File: src/common/ces_defines.svh
// Register indices, field positions, reset values and limits for the CAN error/status block
`ifndef CES_DEFINES_SVH
`define CES_DEFINES_SVH

// Register indices; byte address is four times the index
`define CES_IDX_GSR_LOW 12'h031A
`define CES_IDX_GSR_HIGH 12'h031B
`define CES_IDX_GIF 12'h0320
`define CES_IDX_REC 12'h032E
`define CES_IDX_TEC 12'h032F
`define CES_ADDR_W 12

// Global state low fields
`define CES_GLOBAL_STATE_LOW_CCE_BIT 7
`define CES_GLOBAL_STATE_LOW_SMA_BIT 6
`define CES_GLOBAL_STATE_LOW_HMA_BIT 5
`define CES_GLOBAL_STATE_LOW_TSO_BIT 3
`define CES_GLOBAL_STATE_LOW_BO_BIT 2
`define CES_GLOBAL_STATE_LOW_EP_BIT 1
`define CES_GLOBAL_STATE_LOW_EW_BIT 0

// Global state high fields
`define CES_GLOBAL_STATE_HIGH_SLOT_LSB 4
`define CES_GLOBAL_STATE_HIGH_RX_BIT 3
`define CES_GLOBAL_STATE_HIGH_TX_BIT 2

// Flag register bit that clears the wrap flag
`define CES_GIF_TSWRAP_BIT 3

// Reset values
`define CES_SLOT_NONE 4'hF
`define CES_CNT_RST 9'h000

// Error confinement limits
`define CES_WARN_LIMIT 9'd96
`define CES_PASSIVE_LIMIT 9'd128
`define CES_BUSOFF_LIMIT 9'd256
`define CES_REC_RELOAD 9'd119
`define CES_ERR_STEP_BIG 9'd8
`define CES_RECOVERY_COUNT 8'd128

// Bus answers
`define CES_RESP_OKAY 2'b00
`define CES_RESP_SLVERR 2'b10

`endif

File: src/common/ces_pkg.sv
// Types for the CAN error/status block
package ces_pkg;

  typedef enum logic [2:0] {
    CES_ERR_ACTIVE = 3'b001,
    CES_ERR_PASSIVE = 3'b010,
    CES_BUS_OFF = 3'b100
  } ces_err_state_t;

endpackage

File: src/rtl/ces_error_status.sv
// CAN global status, error counters and error confinement with an AXI4-Lite slave
`timescale 1ns/1ps
`include "ces_defines.svh"

// Summary of operation
// - Slot field shows mailbox 0 to 14 in transmit slot, all ones when none.
// - Receive-active bit set while bus busy, this node is not transmitting and not bus off.
// - Transmit-active bit set from transmit start outside bus off until bus idle or arbitration lost.
// - Configuration acknowledge bit follows configuration mode and reads one after reset.
// - Sleep acknowledge bit reads one only once sleep mode is entered.
// - Halt acknowledge bit reads one only once halt mode is entered.
// - Sticky wrap status set on counter overflow, cleared only with the flag.
// - Transmit error count reaching 256 enters bus off and sets its bit.
// - During bus off the node neither transmits nor accepts messages.
// - Bus off ends on its own after the recovery sequence.
// - Error counter contents are undefined during bus off.
// - Passive bit set when either count is at least 128 outside bus off, else cleared.
// - Warning bit set when either count exceeds 96 outside bus off, else cleared.
// - Counters always readable; writes load both from low byte only in test mode.
// - Counters rise and fall by the standard error confinement rules.
// - Errors while both counts below 128 send an active error flag.
// - Errors while either count at least 128 send a passive error flag.
// - Receive count stops rising at the passive limit of 128.
// - Good reception at receive count 128 reloads it within 119 to 127.
// - After reset release the node is error active.
// - 128 sightings of 11 recessive bits end bus off and clear counters.
// - Entering configuration mode clears both counters.
// - Writing one to the flag bit clears flag and wrap status together.
module ces_error_status
(
  input wire logic aclk,
  input wire logic aresetn,
  input wire logic [`CES_ADDR_W-1:0] s_axi_awaddr,
  input wire logic [2:0] s_axi_awprot,
  input wire logic s_axi_awvalid,
  output logic s_axi_awready,
  input wire logic [31:0] s_axi_wdata,
  input wire logic [3:0] s_axi_wstrb,
  input wire logic s_axi_wvalid,
  output logic s_axi_wready,
  output logic [1:0] s_axi_bresp,
  output logic s_axi_bvalid,
  input wire logic s_axi_bready,
  input wire logic [`CES_ADDR_W-1:0] s_axi_araddr,
  input wire logic [2:0] s_axi_arprot,
  input wire logic s_axi_arvalid,
  output logic s_axi_arready,
  output logic [31:0] s_axi_rdata,
  output logic [1:0] s_axi_rresp,
  output logic s_axi_rvalid,
  input wire logic s_axi_rready,
  input wire logic config_mode_in,
  input wire logic sleep_mode_in,
  input wire logic halt_mode_in,
  input wire logic error_test_mode_bit,
  input wire logic tx_slot_valid,
  input wire logic [3:0] tx_slot_mailbox,
  input wire logic bus_idle,
  input wire logic tx_start,
  input wire logic arb_lost,
  input wire logic ts_overflow,
  input wire logic rx_error,
  input wire logic rx_error_severe,
  input wire logic tx_error,
  input wire logic tx_success,
  input wire logic rx_success,
  input wire logic recessive11_seen,
  output logic bus_participate_en,
  output logic active_error_flag_sel,
  output logic passive_error_flag_sel,
  output logic bus_off_status,
  output logic error_passive_status,
  output logic warning_level_status,
  output logic timestamp_wrap_irq_flag_clear
);

  // ----------------------------------------------------------------
  // Register bus slave
  // ----------------------------------------------------------------
  logic aw_held;
  logic w_held;
  logic [`CES_ADDR_W-1:0] aw_addr;
  logic [7:0] w_byte;
  logic w_lane0;
  logic bvalid;
  logic [1:0] bresp;
  logic rvalid;
  logic [31:0] rdata;
  logic [1:0] rresp;
  logic next_aw_held;
  logic next_w_held;
  logic [`CES_ADDR_W-1:0] next_aw_addr;
  logic [7:0] next_w_byte;
  logic next_w_lane0;
  logic next_bvalid;
  logic [1:0] next_bresp;
  logic next_rvalid;
  logic [31:0] next_rdata;
  logic [1:0] next_rresp;
  logic wr_fire;
  logic [`CES_ADDR_W-3:0] wr_idx;
  logic [`CES_ADDR_W-3:0] rd_idx;
  logic wr_counters;
  logic wr_flag_clear;

  logic [7:0] gsr_low;
  logic [7:0] gsr_high;
  logic [8:0] rx_error_count;
  logic [8:0] tx_error_count;

  assign s_axi_awready = !aw_held;
  assign s_axi_wready = !w_held;
  assign s_axi_bvalid = bvalid;
  assign s_axi_bresp = bresp;
  assign s_axi_arready = !rvalid;
  assign s_axi_rvalid = rvalid;
  assign s_axi_rdata = rdata;
  assign s_axi_rresp = rresp;

  // Write happens once address and data are both in, in either order
  assign wr_fire = aw_held && w_held && !bvalid;
  assign wr_idx = aw_addr[`CES_ADDR_W-1:2];
  assign rd_idx = s_axi_araddr[`CES_ADDR_W-1:2];
  assign wr_counters = wr_fire && w_lane0 && error_test_mode_bit
    && (wr_idx == `CES_IDX_REC || wr_idx == `CES_IDX_TEC);
  assign wr_flag_clear = wr_fire && w_lane0 && (wr_idx == `CES_IDX_GIF)
    && w_byte[`CES_GIF_TSWRAP_BIT];

  always_comb
  begin
    next_aw_held = aw_held;
    next_w_held = w_held;
    next_aw_addr = aw_addr;
    next_w_byte = w_byte;
    next_w_lane0 = w_lane0;
    next_bvalid = bvalid;
    next_bresp = bresp;
    next_rvalid = rvalid;
    next_rdata = rdata;
    next_rresp = rresp;
    if (s_axi_awvalid && !aw_held)
    begin
      next_aw_held = 1'b1;
      next_aw_addr = s_axi_awaddr;
    end
    if (s_axi_wvalid && !w_held)
    begin
      next_w_held = 1'b1;
      next_w_byte = s_axi_wdata[7:0];
      next_w_lane0 = s_axi_wstrb[0];
    end
    if (wr_fire)
    begin
      next_aw_held = 1'b0;
      next_w_held = 1'b0;
      next_bvalid = 1'b1;
      // Status halves accept the write but keep hardware values
      unique case (wr_idx)
        `CES_IDX_GSR_LOW, `CES_IDX_GSR_HIGH, `CES_IDX_GIF,
        `CES_IDX_REC, `CES_IDX_TEC:
          next_bresp = `CES_RESP_OKAY;
        default:
          next_bresp = `CES_RESP_SLVERR;
      endcase
    end
    else if (bvalid && s_axi_bready)
    begin
      next_bvalid = 1'b0;
    end
    if (s_axi_arvalid && !rvalid)
    begin
      next_rvalid = 1'b1;
      next_rdata = 32'h0000_0000;
      next_rresp = `CES_RESP_OKAY;
      unique case (rd_idx)
        `CES_IDX_GSR_LOW:
          next_rdata[7:0] = gsr_low;
        `CES_IDX_GSR_HIGH:
          next_rdata[7:0] = gsr_high;
        `CES_IDX_GIF:
          next_rdata[7:0] = 8'h00;
        `CES_IDX_REC:
          next_rdata[7:0] = rx_error_count[7:0];
        `CES_IDX_TEC:
          next_rdata[7:0] = tx_error_count[7:0];
        default:
          next_rresp = `CES_RESP_SLVERR;
      endcase
    end
    else if (rvalid && s_axi_rready)
    begin
      next_rvalid = 1'b0;
    end
  end

  always_ff @(posedge aclk)
  begin
    if (!aresetn)
    begin
      aw_held <= 1'b0;
      w_held <= 1'b0;
      aw_addr <= '0;
      w_byte <= 8'h00;
      w_lane0 <= 1'b0;
      bvalid <= 1'b0;
      bresp <= `CES_RESP_OKAY;
      rvalid <= 1'b0;
      rdata <= 32'h0000_0000;
      rresp <= `CES_RESP_OKAY;
    end
    else
    begin
      aw_held <= next_aw_held;
      w_held <= next_w_held;
      aw_addr <= next_aw_addr;
      w_byte <= next_w_byte;
      w_lane0 <= next_w_lane0;
      bvalid <= next_bvalid;
      bresp <= next_bresp;
      rvalid <= next_rvalid;
      rdata <= next_rdata;
      rresp <= next_rresp;
    end
  end

  // ----------------------------------------------------------------
  // Mode acknowledges, activity and slot
  // ----------------------------------------------------------------
  logic config_entered_ack;
  logic sleep_entered_ack;
  logic halt_entered_ack;
  logic receive_active;
  logic transmit_active;
  logic timestamp_overflow_status;
  logic [3:0] pending_tx_mailbox;
  logic flag_clear_q;
  logic next_config_entered_ack;
  logic next_sleep_entered_ack;
  logic next_halt_entered_ack;
  logic next_receive_active;
  logic next_transmit_active;
  logic next_timestamp_overflow_status;
  logic [3:0] next_pending_tx_mailbox;
  logic config_entry;
  ces_pkg::ces_err_state_t err_state;

  assign config_entry = config_mode_in && !config_entered_ack;

  always_comb
  begin
    next_config_entered_ack = config_mode_in;
    next_sleep_entered_ack = sleep_mode_in;
    next_halt_entered_ack = halt_mode_in;
    next_pending_tx_mailbox = tx_slot_valid ? tx_slot_mailbox : `CES_SLOT_NONE;
    next_transmit_active = transmit_active;
    if (bus_idle || arb_lost)
    begin
      next_transmit_active = 1'b0;
    end
    else if (tx_start && err_state != ces_pkg::CES_BUS_OFF)
    begin
      next_transmit_active = 1'b1;
    end
    // Bus off keeps the node deaf as well as mute
    next_receive_active = !bus_idle && !next_transmit_active
      && err_state != ces_pkg::CES_BUS_OFF;
    // Overflow in the clearing cycle wins, so no wrap is lost
    next_timestamp_overflow_status = timestamp_overflow_status;
    if (wr_flag_clear)
    begin
      next_timestamp_overflow_status = 1'b0;
    end
    if (ts_overflow)
    begin
      next_timestamp_overflow_status = 1'b1;
    end
  end

  always_ff @(posedge aclk)
  begin
    if (!aresetn)
    begin
      config_entered_ack <= 1'b1;
      sleep_entered_ack <= 1'b0;
      halt_entered_ack <= 1'b0;
      receive_active <= 1'b0;
      transmit_active <= 1'b0;
      timestamp_overflow_status <= 1'b0;
      pending_tx_mailbox <= `CES_SLOT_NONE;
      flag_clear_q <= 1'b0;
    end
    else
    begin
      config_entered_ack <= next_config_entered_ack;
      sleep_entered_ack <= next_sleep_entered_ack;
      halt_entered_ack <= next_halt_entered_ack;
      receive_active <= next_receive_active;
      transmit_active <= next_transmit_active;
      timestamp_overflow_status <= next_timestamp_overflow_status;
      pending_tx_mailbox <= next_pending_tx_mailbox;
      flag_clear_q <= wr_flag_clear;
    end
  end

  assign timestamp_wrap_irq_flag_clear = flag_clear_q;

  // ----------------------------------------------------------------
  // Error counters and confinement state
  // ----------------------------------------------------------------
  logic [7:0] recovery_count;
  logic [8:0] next_rx_error_count;
  logic [8:0] next_tx_error_count;
  logic [7:0] next_recovery_count;
  ces_pkg::ces_err_state_t next_err_state;
  logic [8:0] rec_sum;

  always_comb
  begin
    next_rx_error_count = rx_error_count;
    next_tx_error_count = tx_error_count;
    next_recovery_count = recovery_count;
    next_err_state = err_state;
    rec_sum = rx_error_count;
    // Receive side: stop rising past the passive limit
    if (rx_error_severe)
    begin
      rec_sum = rx_error_count + `CES_ERR_STEP_BIG;
    end
    else if (rx_error)
    begin
      rec_sum = rx_error_count + 9'd1;
    end
    if (rec_sum > `CES_PASSIVE_LIMIT)
    begin
      rec_sum = `CES_PASSIVE_LIMIT;
    end
    if (rx_success && rx_error_count == `CES_PASSIVE_LIMIT)
    begin
      next_rx_error_count = `CES_REC_RELOAD;
    end
    else if (rx_success && rx_error_count != 9'd0)
    begin
      next_rx_error_count = rx_error_count - 9'd1;
    end
    else
    begin
      next_rx_error_count = rec_sum;
    end
    // Transmit side
    if (tx_error)
    begin
      next_tx_error_count = tx_error_count + `CES_ERR_STEP_BIG;
    end
    else if (tx_success && tx_error_count != 9'd0)
    begin
      next_tx_error_count = tx_error_count - 9'd1;
    end
    unique case (err_state)
      ces_pkg::CES_BUS_OFF:
      begin
        // Counters hold no meaning here; counting ignored
        next_rx_error_count = rx_error_count;
        next_tx_error_count = tx_error_count;
        if (recessive11_seen)
        begin
          next_recovery_count = recovery_count + 8'd1;
          if (recovery_count == `CES_RECOVERY_COUNT - 8'd1)
          begin
            next_err_state = ces_pkg::CES_ERR_ACTIVE;
            next_rx_error_count = `CES_CNT_RST;
            next_tx_error_count = `CES_CNT_RST;
            next_recovery_count = 8'd0;
          end
        end
      end
      ces_pkg::CES_ERR_ACTIVE, ces_pkg::CES_ERR_PASSIVE:
      begin
        next_recovery_count = 8'd0;
        if (next_tx_error_count >= `CES_BUSOFF_LIMIT || tx_error_count >= `CES_BUSOFF_LIMIT)
        begin
          next_err_state = ces_pkg::CES_BUS_OFF;
        end
        else if (next_tx_error_count >= `CES_PASSIVE_LIMIT
          || next_rx_error_count >= `CES_PASSIVE_LIMIT)
        begin
          next_err_state = ces_pkg::CES_ERR_PASSIVE;
        end
        else
        begin
          next_err_state = ces_pkg::CES_ERR_ACTIVE;
        end
      end
      default:
        next_err_state = ces_pkg::CES_ERR_ACTIVE;
    endcase
    // Test mode load, then configuration entry clear as the last word
    if (wr_counters)
    begin
      next_rx_error_count = {1'b0, w_byte};
      next_tx_error_count = {1'b0, w_byte};
      if (err_state != ces_pkg::CES_BUS_OFF)
      begin
        next_err_state = (w_byte >= `CES_PASSIVE_LIMIT)
          ? ces_pkg::CES_ERR_PASSIVE : ces_pkg::CES_ERR_ACTIVE;
      end
    end
    if (config_entry)
    begin
      next_rx_error_count = `CES_CNT_RST;
      next_tx_error_count = `CES_CNT_RST;
      if (err_state != ces_pkg::CES_BUS_OFF)
      begin
        next_err_state = ces_pkg::CES_ERR_ACTIVE;
      end
    end
  end

  always_ff @(posedge aclk)
  begin
    if (!aresetn)
    begin
      rx_error_count <= `CES_CNT_RST;
      tx_error_count <= `CES_CNT_RST;
      recovery_count <= 8'd0;
      err_state <= ces_pkg::CES_ERR_ACTIVE;
    end
    else
    begin
      rx_error_count <= next_rx_error_count;
      tx_error_count <= next_tx_error_count;
      recovery_count <= next_recovery_count;
      err_state <= next_err_state;
    end
  end

  // ----------------------------------------------------------------
  // Status outputs
  // ----------------------------------------------------------------
  assign bus_off_status = (err_state == ces_pkg::CES_BUS_OFF);
  assign error_passive_status = (err_state == ces_pkg::CES_ERR_PASSIVE)
    || (!bus_off_status && (rx_error_count >= `CES_PASSIVE_LIMIT
    || tx_error_count >= `CES_PASSIVE_LIMIT));
  assign warning_level_status = !bus_off_status && (rx_error_count > `CES_WARN_LIMIT
    || tx_error_count > `CES_WARN_LIMIT);
  assign bus_participate_en = !bus_off_status;
  assign active_error_flag_sel = !bus_off_status && !error_passive_status;
  assign passive_error_flag_sel = !bus_off_status && error_passive_status;

  always_comb
  begin
    gsr_low = 8'h00;
    gsr_low[`CES_GLOBAL_STATE_LOW_CCE_BIT] = config_entered_ack;
    gsr_low[`CES_GLOBAL_STATE_LOW_SMA_BIT] = sleep_entered_ack;
    gsr_low[`CES_GLOBAL_STATE_LOW_HMA_BIT] = halt_entered_ack;
    gsr_low[`CES_GLOBAL_STATE_LOW_TSO_BIT] = timestamp_overflow_status;
    gsr_low[`CES_GLOBAL_STATE_LOW_BO_BIT] = bus_off_status;
    gsr_low[`CES_GLOBAL_STATE_LOW_EP_BIT] = error_passive_status;
    gsr_low[`CES_GLOBAL_STATE_LOW_EW_BIT] = warning_level_status;
    gsr_high = 8'h00;
    gsr_high[`CES_GLOBAL_STATE_HIGH_SLOT_LSB +: 4] = pending_tx_mailbox;
    gsr_high[`CES_GLOBAL_STATE_HIGH_RX_BIT] = receive_active;
    gsr_high[`CES_GLOBAL_STATE_HIGH_TX_BIT] = transmit_active;
  end

endmodule // ces_error_status

File: config.mk
export PLATFORM = sky130hd
export DESIGN_NAME = ces_error_status
export DESIGN_NICKNAME = d
export VERILOG_FILES = /design/src/common/ces_pkg.sv /design/src/rtl/ces_error_status.sv
export VERILOG_INCLUDE_DIRS = /design/src /design/src/common
export SDC_FILE = /design/constraint.sdc
export NUM_CORES = 1
export LEC_CHECK = 0
export ABC_AREA = 1
export ABC_CLOCK_PERIOD_IN_PS = 2040
export BUFFER_PORTS_ARGS = -buffer_cell sky130_fd_sc_hd__buf_2
export CAP_MARGIN = 25
export CORE_MARGIN = 5
export CORE_UTILIZATION = 52
export DETAILED_ROUTE_END_ITERATION = 10
export GPL_TIMING_DRIVEN = 1
export MAX_ROUTING_LAYER = met4
export PLACE_DENSITY_LB_ADDON = 0.08
export SETUP_SLACK_MARGIN = 0.3
export SLEW_MARGIN = 20
export SYNTH_ARGS = -nofsm -noshare
export SYNTH_HDL_FRONTEND = slang
export SYNTH_SLANG_ARGS = --single-unit
File: constraint.sdc
create_clock -name aclk -period 2.04 [get_ports aclk]
set_clock_uncertainty 0.1 [all_clocks]
set_input_delay 0.306 -clock aclk [delete_from_list [all_inputs] [get_ports aclk]]
set_output_delay 0.306 -clock aclk [all_outputs]
set_load 0.01 [all_outputs]
* Yosys cells after proc, flatten, opt, wreduce, memory -nomap -nowiden
Cells that the tools add are included.
** Word-level totals
- Register bits :: 77
- Bits of input ports :: 92
- Output and inout bits :: 48
- Logic and storage cells :: 153
** Operators by class
- Add/sub/neg operators :: 6
- $lt $le $gt $ge :: 10
- Equality and inequality tests :: 20
- Muxes and demuxes :: 37
- Bitwise logic cells :: 1
- Reductions and logical operators :: 55
** Operators with widths (number)
- $eq 10x10->1 const B :: 10
- $mux 9 :: 11
- $ge 9x8->1 const B :: 4
- $mux 8 :: 4
- $pmux 8 s4 :: 1
- $logic_and 1x1->1 :: 23
- $mux 3 :: 7
- $add 9x4->9 const B :: 2
- $ge 9x9->1 const B :: 2
- $gt 9x7->1 const B :: 2
- $reduce_bool 9->1 :: 2
- $sub 9x1->9 const B :: 2
- $pmux 8 s2 :: 1
- $reduce_or 5->1 :: 2
- $add 9x1->9 const B :: 1
- $eq 9x8->1 const B :: 1
- $gt 9x8->1 const B :: 1
- $logic_not 1->1 :: 9
- $add 8x1->8 const B :: 1
- $eq 8x7->1 const B :: 1
- $ge 8x8->1 const B :: 1
- $mux 1 :: 8
- $mux 2 :: 4
- $reduce_and 2->1 :: 4
- other kinds (14) :: 25

* Longest topological paths before layout
- Word-level depth :: 16
- Depth in mapped cells :: 15
- Gate-level depth less buffers :: 15

* Worst setup path before layout
OpenSTA, ideal clock, no wires.
- Kind :: register -> register
- Start point :: register rx_error_count[0]
- End point :: register rx_error_count[4]
- Library setup time :: 0.067 ns
- Data arrival time :: 1.662 ns
- Data required time :: 1.873 ns
- Path slack :: 0.212 ns
- Cell stages (with the launch flop) :: 16
- Buffers on the path :: 1
- Period minus slack after synthesis :: 1.828 ns
- Path through :: dfxtp_1 -> inv_1 -> ha_1 -> inv_1 -> nor2_2 -> nand2_2 -> nor2_2 -> nand2_1 -> nand2_2 -> inv_2 -> buf_6 -> a21oi_1 -> nand2_1 -> nand2_1 -> nand2_1 -> a21oi_2
** On the way
- Word-level cells in the longest chain between the ends :: 9
- Elaborated cells between the ends (all ways) :: 15
- Classes of those cells :: add/sub (3); order compare (1); eq/ne (1); mux (7); reduce/logical (3)
** RTL lines
- start, declared :: line ces_error_status.sv:108 : logic [8:0] rx_error_count;
- start signal, assigned :: line ces_error_status.sv:422 : rx_error_count <= `CES_CNT_RST;
- start signal, assigned :: line ces_error_status.sv:429 : rx_error_count <= next_rx_error_count;
- $add 9x1->9 :: line ces_error_status.sv:331 : rec_sum = rx_error_count + 9'd1;
- $mux 9 :: line ces_error_status.sv:329 : else if (rx_error)
- $mux 9 :: line ces_error_status.sv:325 : if (rx_error_severe)
- $gt 9x8->1 (no line)
- $mux 9 :: line ces_error_status.sv:333 : if (rec_sum > `CES_PASSIVE_LIMIT)
- $mux 9 :: line ces_error_status.sv:341 : else if (rx_success && rx_error_count != 9'd0)
- $mux 9 (*) :: line ces_error_status.sv:337 : if (rx_success && rx_error_count == `CES_PASSIVE_LIMIT)
- $mux 9 (*) :: line ces_error_status.sv:358 : unique case (err_state)
- $mux 8 (*) :: line ces_error_status.sv:397 : if (wr_counters)
Mark *: on every way between the ends. The rest lies on a longest branch, timed or not.
A chain may end at the register's enable or synchronous reset.

* Worst setup path after layout
- Start point :: register rx_error_count[0]
- End point :: output warning_level_status
** On the way
- Word-level cells in the longest chain between the ends :: 3
** RTL lines
- $gt 9x7->1 (no line)
- $logic_or 1x1->1 (no line)
- $logic_and 1x1->1 :: line ces_error_status.sv:443 : assign warning_level_status = !bus_off_status && (rx_error_count > `CES_WARN_LIMIT
- end, declared :: line ces_error_status.sv:73 : output logic warning_level_status,
No other way between the ends.

==> results.md <==
* Die width at 103 µm
* ANT nets after route at 0
* Pin count of the biggest net entering global routing at 29
* First-pass GRT wire length at 21200 µm
* Worst-path clk slew at 90 ps
* Total I/O pin count at 140
* # H-tree levels at 3
* ANT cells at 0
* Die ar. at 0.0107 mm²
* Area Growth Syn to Fin at 34.6%
* Filler cell count at 718
* Post-route minimum period at 2000 ps
* Starting Density at 52.6%
* Grt ovf at 0
* Chip Height at 103 µm
* Worst VDD drop at 0.000543 V
* Initial antenna violation count at 0
* Port Buffers at 76
* # nets final at 907
* Hold slack final at 26.2 ps
* Static leakage at 2.91 nW
* Worst hold endpoint: transmit_active$_SDFF_PN0_
* Drt total wl at 13400 µm
* Critical R2R Launch: rx_error_count[0]$_SDFFE_PP0P_
* Crit path cell chain: inv_4 -> ha_4 -> inv_2 -> nor2_4 -> nand2_2 -> nor2_4 -> o2111ai_2 -> nand2_2 -> inv_2 -> buf_6
* Clock Latency Late Sink at 350 ps
* # Max-Cap Violations at 0
* Root Buffer: clkbuf_8
* Critical path data arrival time at 1590 ps
* CP max-delay cell: dfxtp_4
* Final hold violation count at 0
* FMAX at 500 MHz
* Critical Path RT at 1630 ps
* DP Wirelength at 9100 µm
* Final Cell Area at 0.00612 mm²
* Worst hold path type: primary input to flop
* Multi-input gate area at 0.00291 mm²
* Hold Crit Depth at 2
* Placed cell areas at 0.00501 mm²
* Number of global-route vias before repair at 4642
* Startpoint Class: flop
* RSZ-0062 raised after global routing: yes
* Dpl ws at 97.1 ps
* Main synth FF type: dfxtp_1
* R2R Setup Slk at 40 ps
* TritonCTS clock tree: built
* Post-synth ARST share at 0%
* Avg Cell Area, Syn at 6.68 µm²
* Rows at 34
* Routed via count at 4940
* Setup violators final at 0
* Worst hold start: bus_idle
* Power Dens Cells at 1100 mW/mm²
* Layout cells sized above 1 at 37.4%
* FF-to-FF End: rx_error_count[4]$_SDFFE_PP0P_
* Core area at 0.00864 mm²
* DRT iter0 DRCs at 353
* Crit share post-route at 98.0%
* Gr usage total at 25.5%
* Routability Congestion at 0.966
* Critical Path Fanout Max at 2
* Routed WL per cell at 14.6 µm
* Slowest stage delay, CP at 370 ps
* Synth warn at 0
* Library cells used by synthesis at 48
* Residual DRC count at 0
* Setup CP Type: flop to output pin
* CTS buffer count at 9
* Mean number of vias per cell at 5.38
* Outcome: completed
* WP buf/inv at 4
* Clock Tree Buf Depth at 2
* Post-synth EDFFs at 0
* Mapped Area at 0.00455 mm²
* Synthesized flop and latch total at 73
* Sequential cell area at 0.00150 mm²
* Seq/Total Area, Yosys at 32.1%
* Register-to-Register Path Depth at 15
* Synth Instances at 680
* DR pass1 iterations at 5
* Slew Viols, Final at 0
* Critical Path End Type: output pin
* Top delay family on crit path: flip-flops
* Num Clock Sinks at 73
* Final WS setup at 41.4 ps
[per-layer routing]
| layer | GRT usage [%] | vias up | share of wire [%] |
|---|---|---|---|
| met5 | - | - | 0 |
| met4 | 9.66 | 0 | 2.9 |
| met3 | 3.55 | 36 | 6.0 |
| met2 | 43.4 | 207 | 50 |
| met1 | 30.6 | 2268 | 41 |
| li1 | - | 2429 | - |
[cell usage after synthesis (all sizes together) (8+ instances only)]
| cell type | n | area share [%] |
|---|---|---|
| nand2 | 145 | 13 |
| inv | 98 | 8.1 |
| nor2 | 84 | 7.8 |
| dfxtp | 73 | 32 |
| o21ai | 59 | 6.9 |
| nand3 | 47 | 6.0 |
| a21oi | 46 | 5.6 |
| buf | 32 | 5.5 |
| o22ai | 14 | 1.9 |
| nor3 | 12 | 1.7 |
| ha | 9 | 2.5 |
| a31oi | 8 | 1.1 |
| nand4 | 8 | 1.1 |
| xor2 | 8 | 1.5 |
[worst max-delay path by stage]
stage                                           endpoint  cells past startpoint                           start  slack, ps
final                               warning_level_status                     10  rx_error_count[0]$_SDFFE_PP0P_         40
after global routing      rx_error_count[4]$_SDFFE_PP0P_                     15  rx_error_count[0]$_SDFFE_PP0P_       -100
after CTS                           warning_level_status                     10  rx_error_count[1]$_SDFFE_PP0P_        -20
after detailed placement         err_state[1]$_SDFF_PN0_                     11  rx_error_count[1]$_SDFFE_PP0P_        100
after global placement           err_state[1]$_SDFF_PN0_                     11  rx_error_count[1]$_SDFFE_PP0P_        110
after floorplan           rx_error_count[4]$_SDFFE_PP0P_                     15  rx_error_count[0]$_SDFFE_PP0P_        280
[final cells by class]
cell class                      instances  share of cell area (%)
Multi-Input combinational cell        492                    47.6
Inverter                              102                    6.79
Clock inverter                          6                    1.47
Timing Repair Buffer                  128                    15.3
Clock buffer                           10                    2.09
Tap cell                              108                    2.21
Sequential cell                        73                    24.5
[state kept, by name, summed over array words and instances (netlist names), 3 cells and up]
| name | flops |
|---|---|
| aw_addr | 10 |
| err_state | 3 |
| pending_tx_mailbox | 4 |
| recovery_count | 8 |
| rx_error_count | 9 |
| s_axi_rdata | 8 |
| tx_error_count | 9 |
| w_byte | 8 |
[cell families (layout without fill, tap and decap cells)]
family	count (synthesis)	in the layout	synth area share, %
other	1	26	0.0825
buffers and inverters	140	246	14.6
DFF	73	73	32.1
xor gates and xnor gates	8	8	1.54
and+or+nand+nor	313	313	32.0
adders and majority gates	9	9	2.48
AOI/OAI and AO/OA	136	136	17.1
[per-stage QoR]
step,cells,power [W],setup TNS [ps],util [%]
6_report,919,0.00672,0,70.8
5_1_grt,919,0.00715,-363,70.8
4_1_cts,914,0.00623,-16.4,68.4
3_5_place_dp,864,0.00430,0,58.0
3_3_place_gp,864,0.00423,0,58.0
2_1_floorplan,705,0.00372,0,-
[repair_timing]
action | in CTS | in global routing
hold buffers | 0 | 0
gates cloned | 3 | 0
buffers inserted | 31 | 5
gates resized for setup | 107 | 50
pin swaps | 31 | 36
endpoints found under the setup margin | 29 | 28
[report_power, final]
group          total (W)  internal (W)  switching (W)
logic            0.00356       0.00150        0.00206
clock network    0.00127      0.000694       0.000578
registers        0.00188       0.00163       0.000251
[cells in the final DEF (no fill, tap or decap), types with 6 or more instances in the layout]
cell	count
nor4_1	6
a31oi_1	8
nand4_1	8
dfxtp_2	12
buf_2	74
nand2_4	6
nand2_1	112
dfxtp_4	6
nand3_1	33
conb_1	26
nand3_2	10
xor2_1	8
buf_6	10
a21oi_2	13
inv_2	23
inv_1	69
nand2_2	26
nor2_4	13
a21oi_1	33
o22ai_1	13
o21ai_2	10
clkbuf_8	9
nor2_1	65
nor3_1	7
o21ai_0	39
buf_4	36
dfxtp_1	55
o21ai_1	8
(Power assumes the default switching activity.)
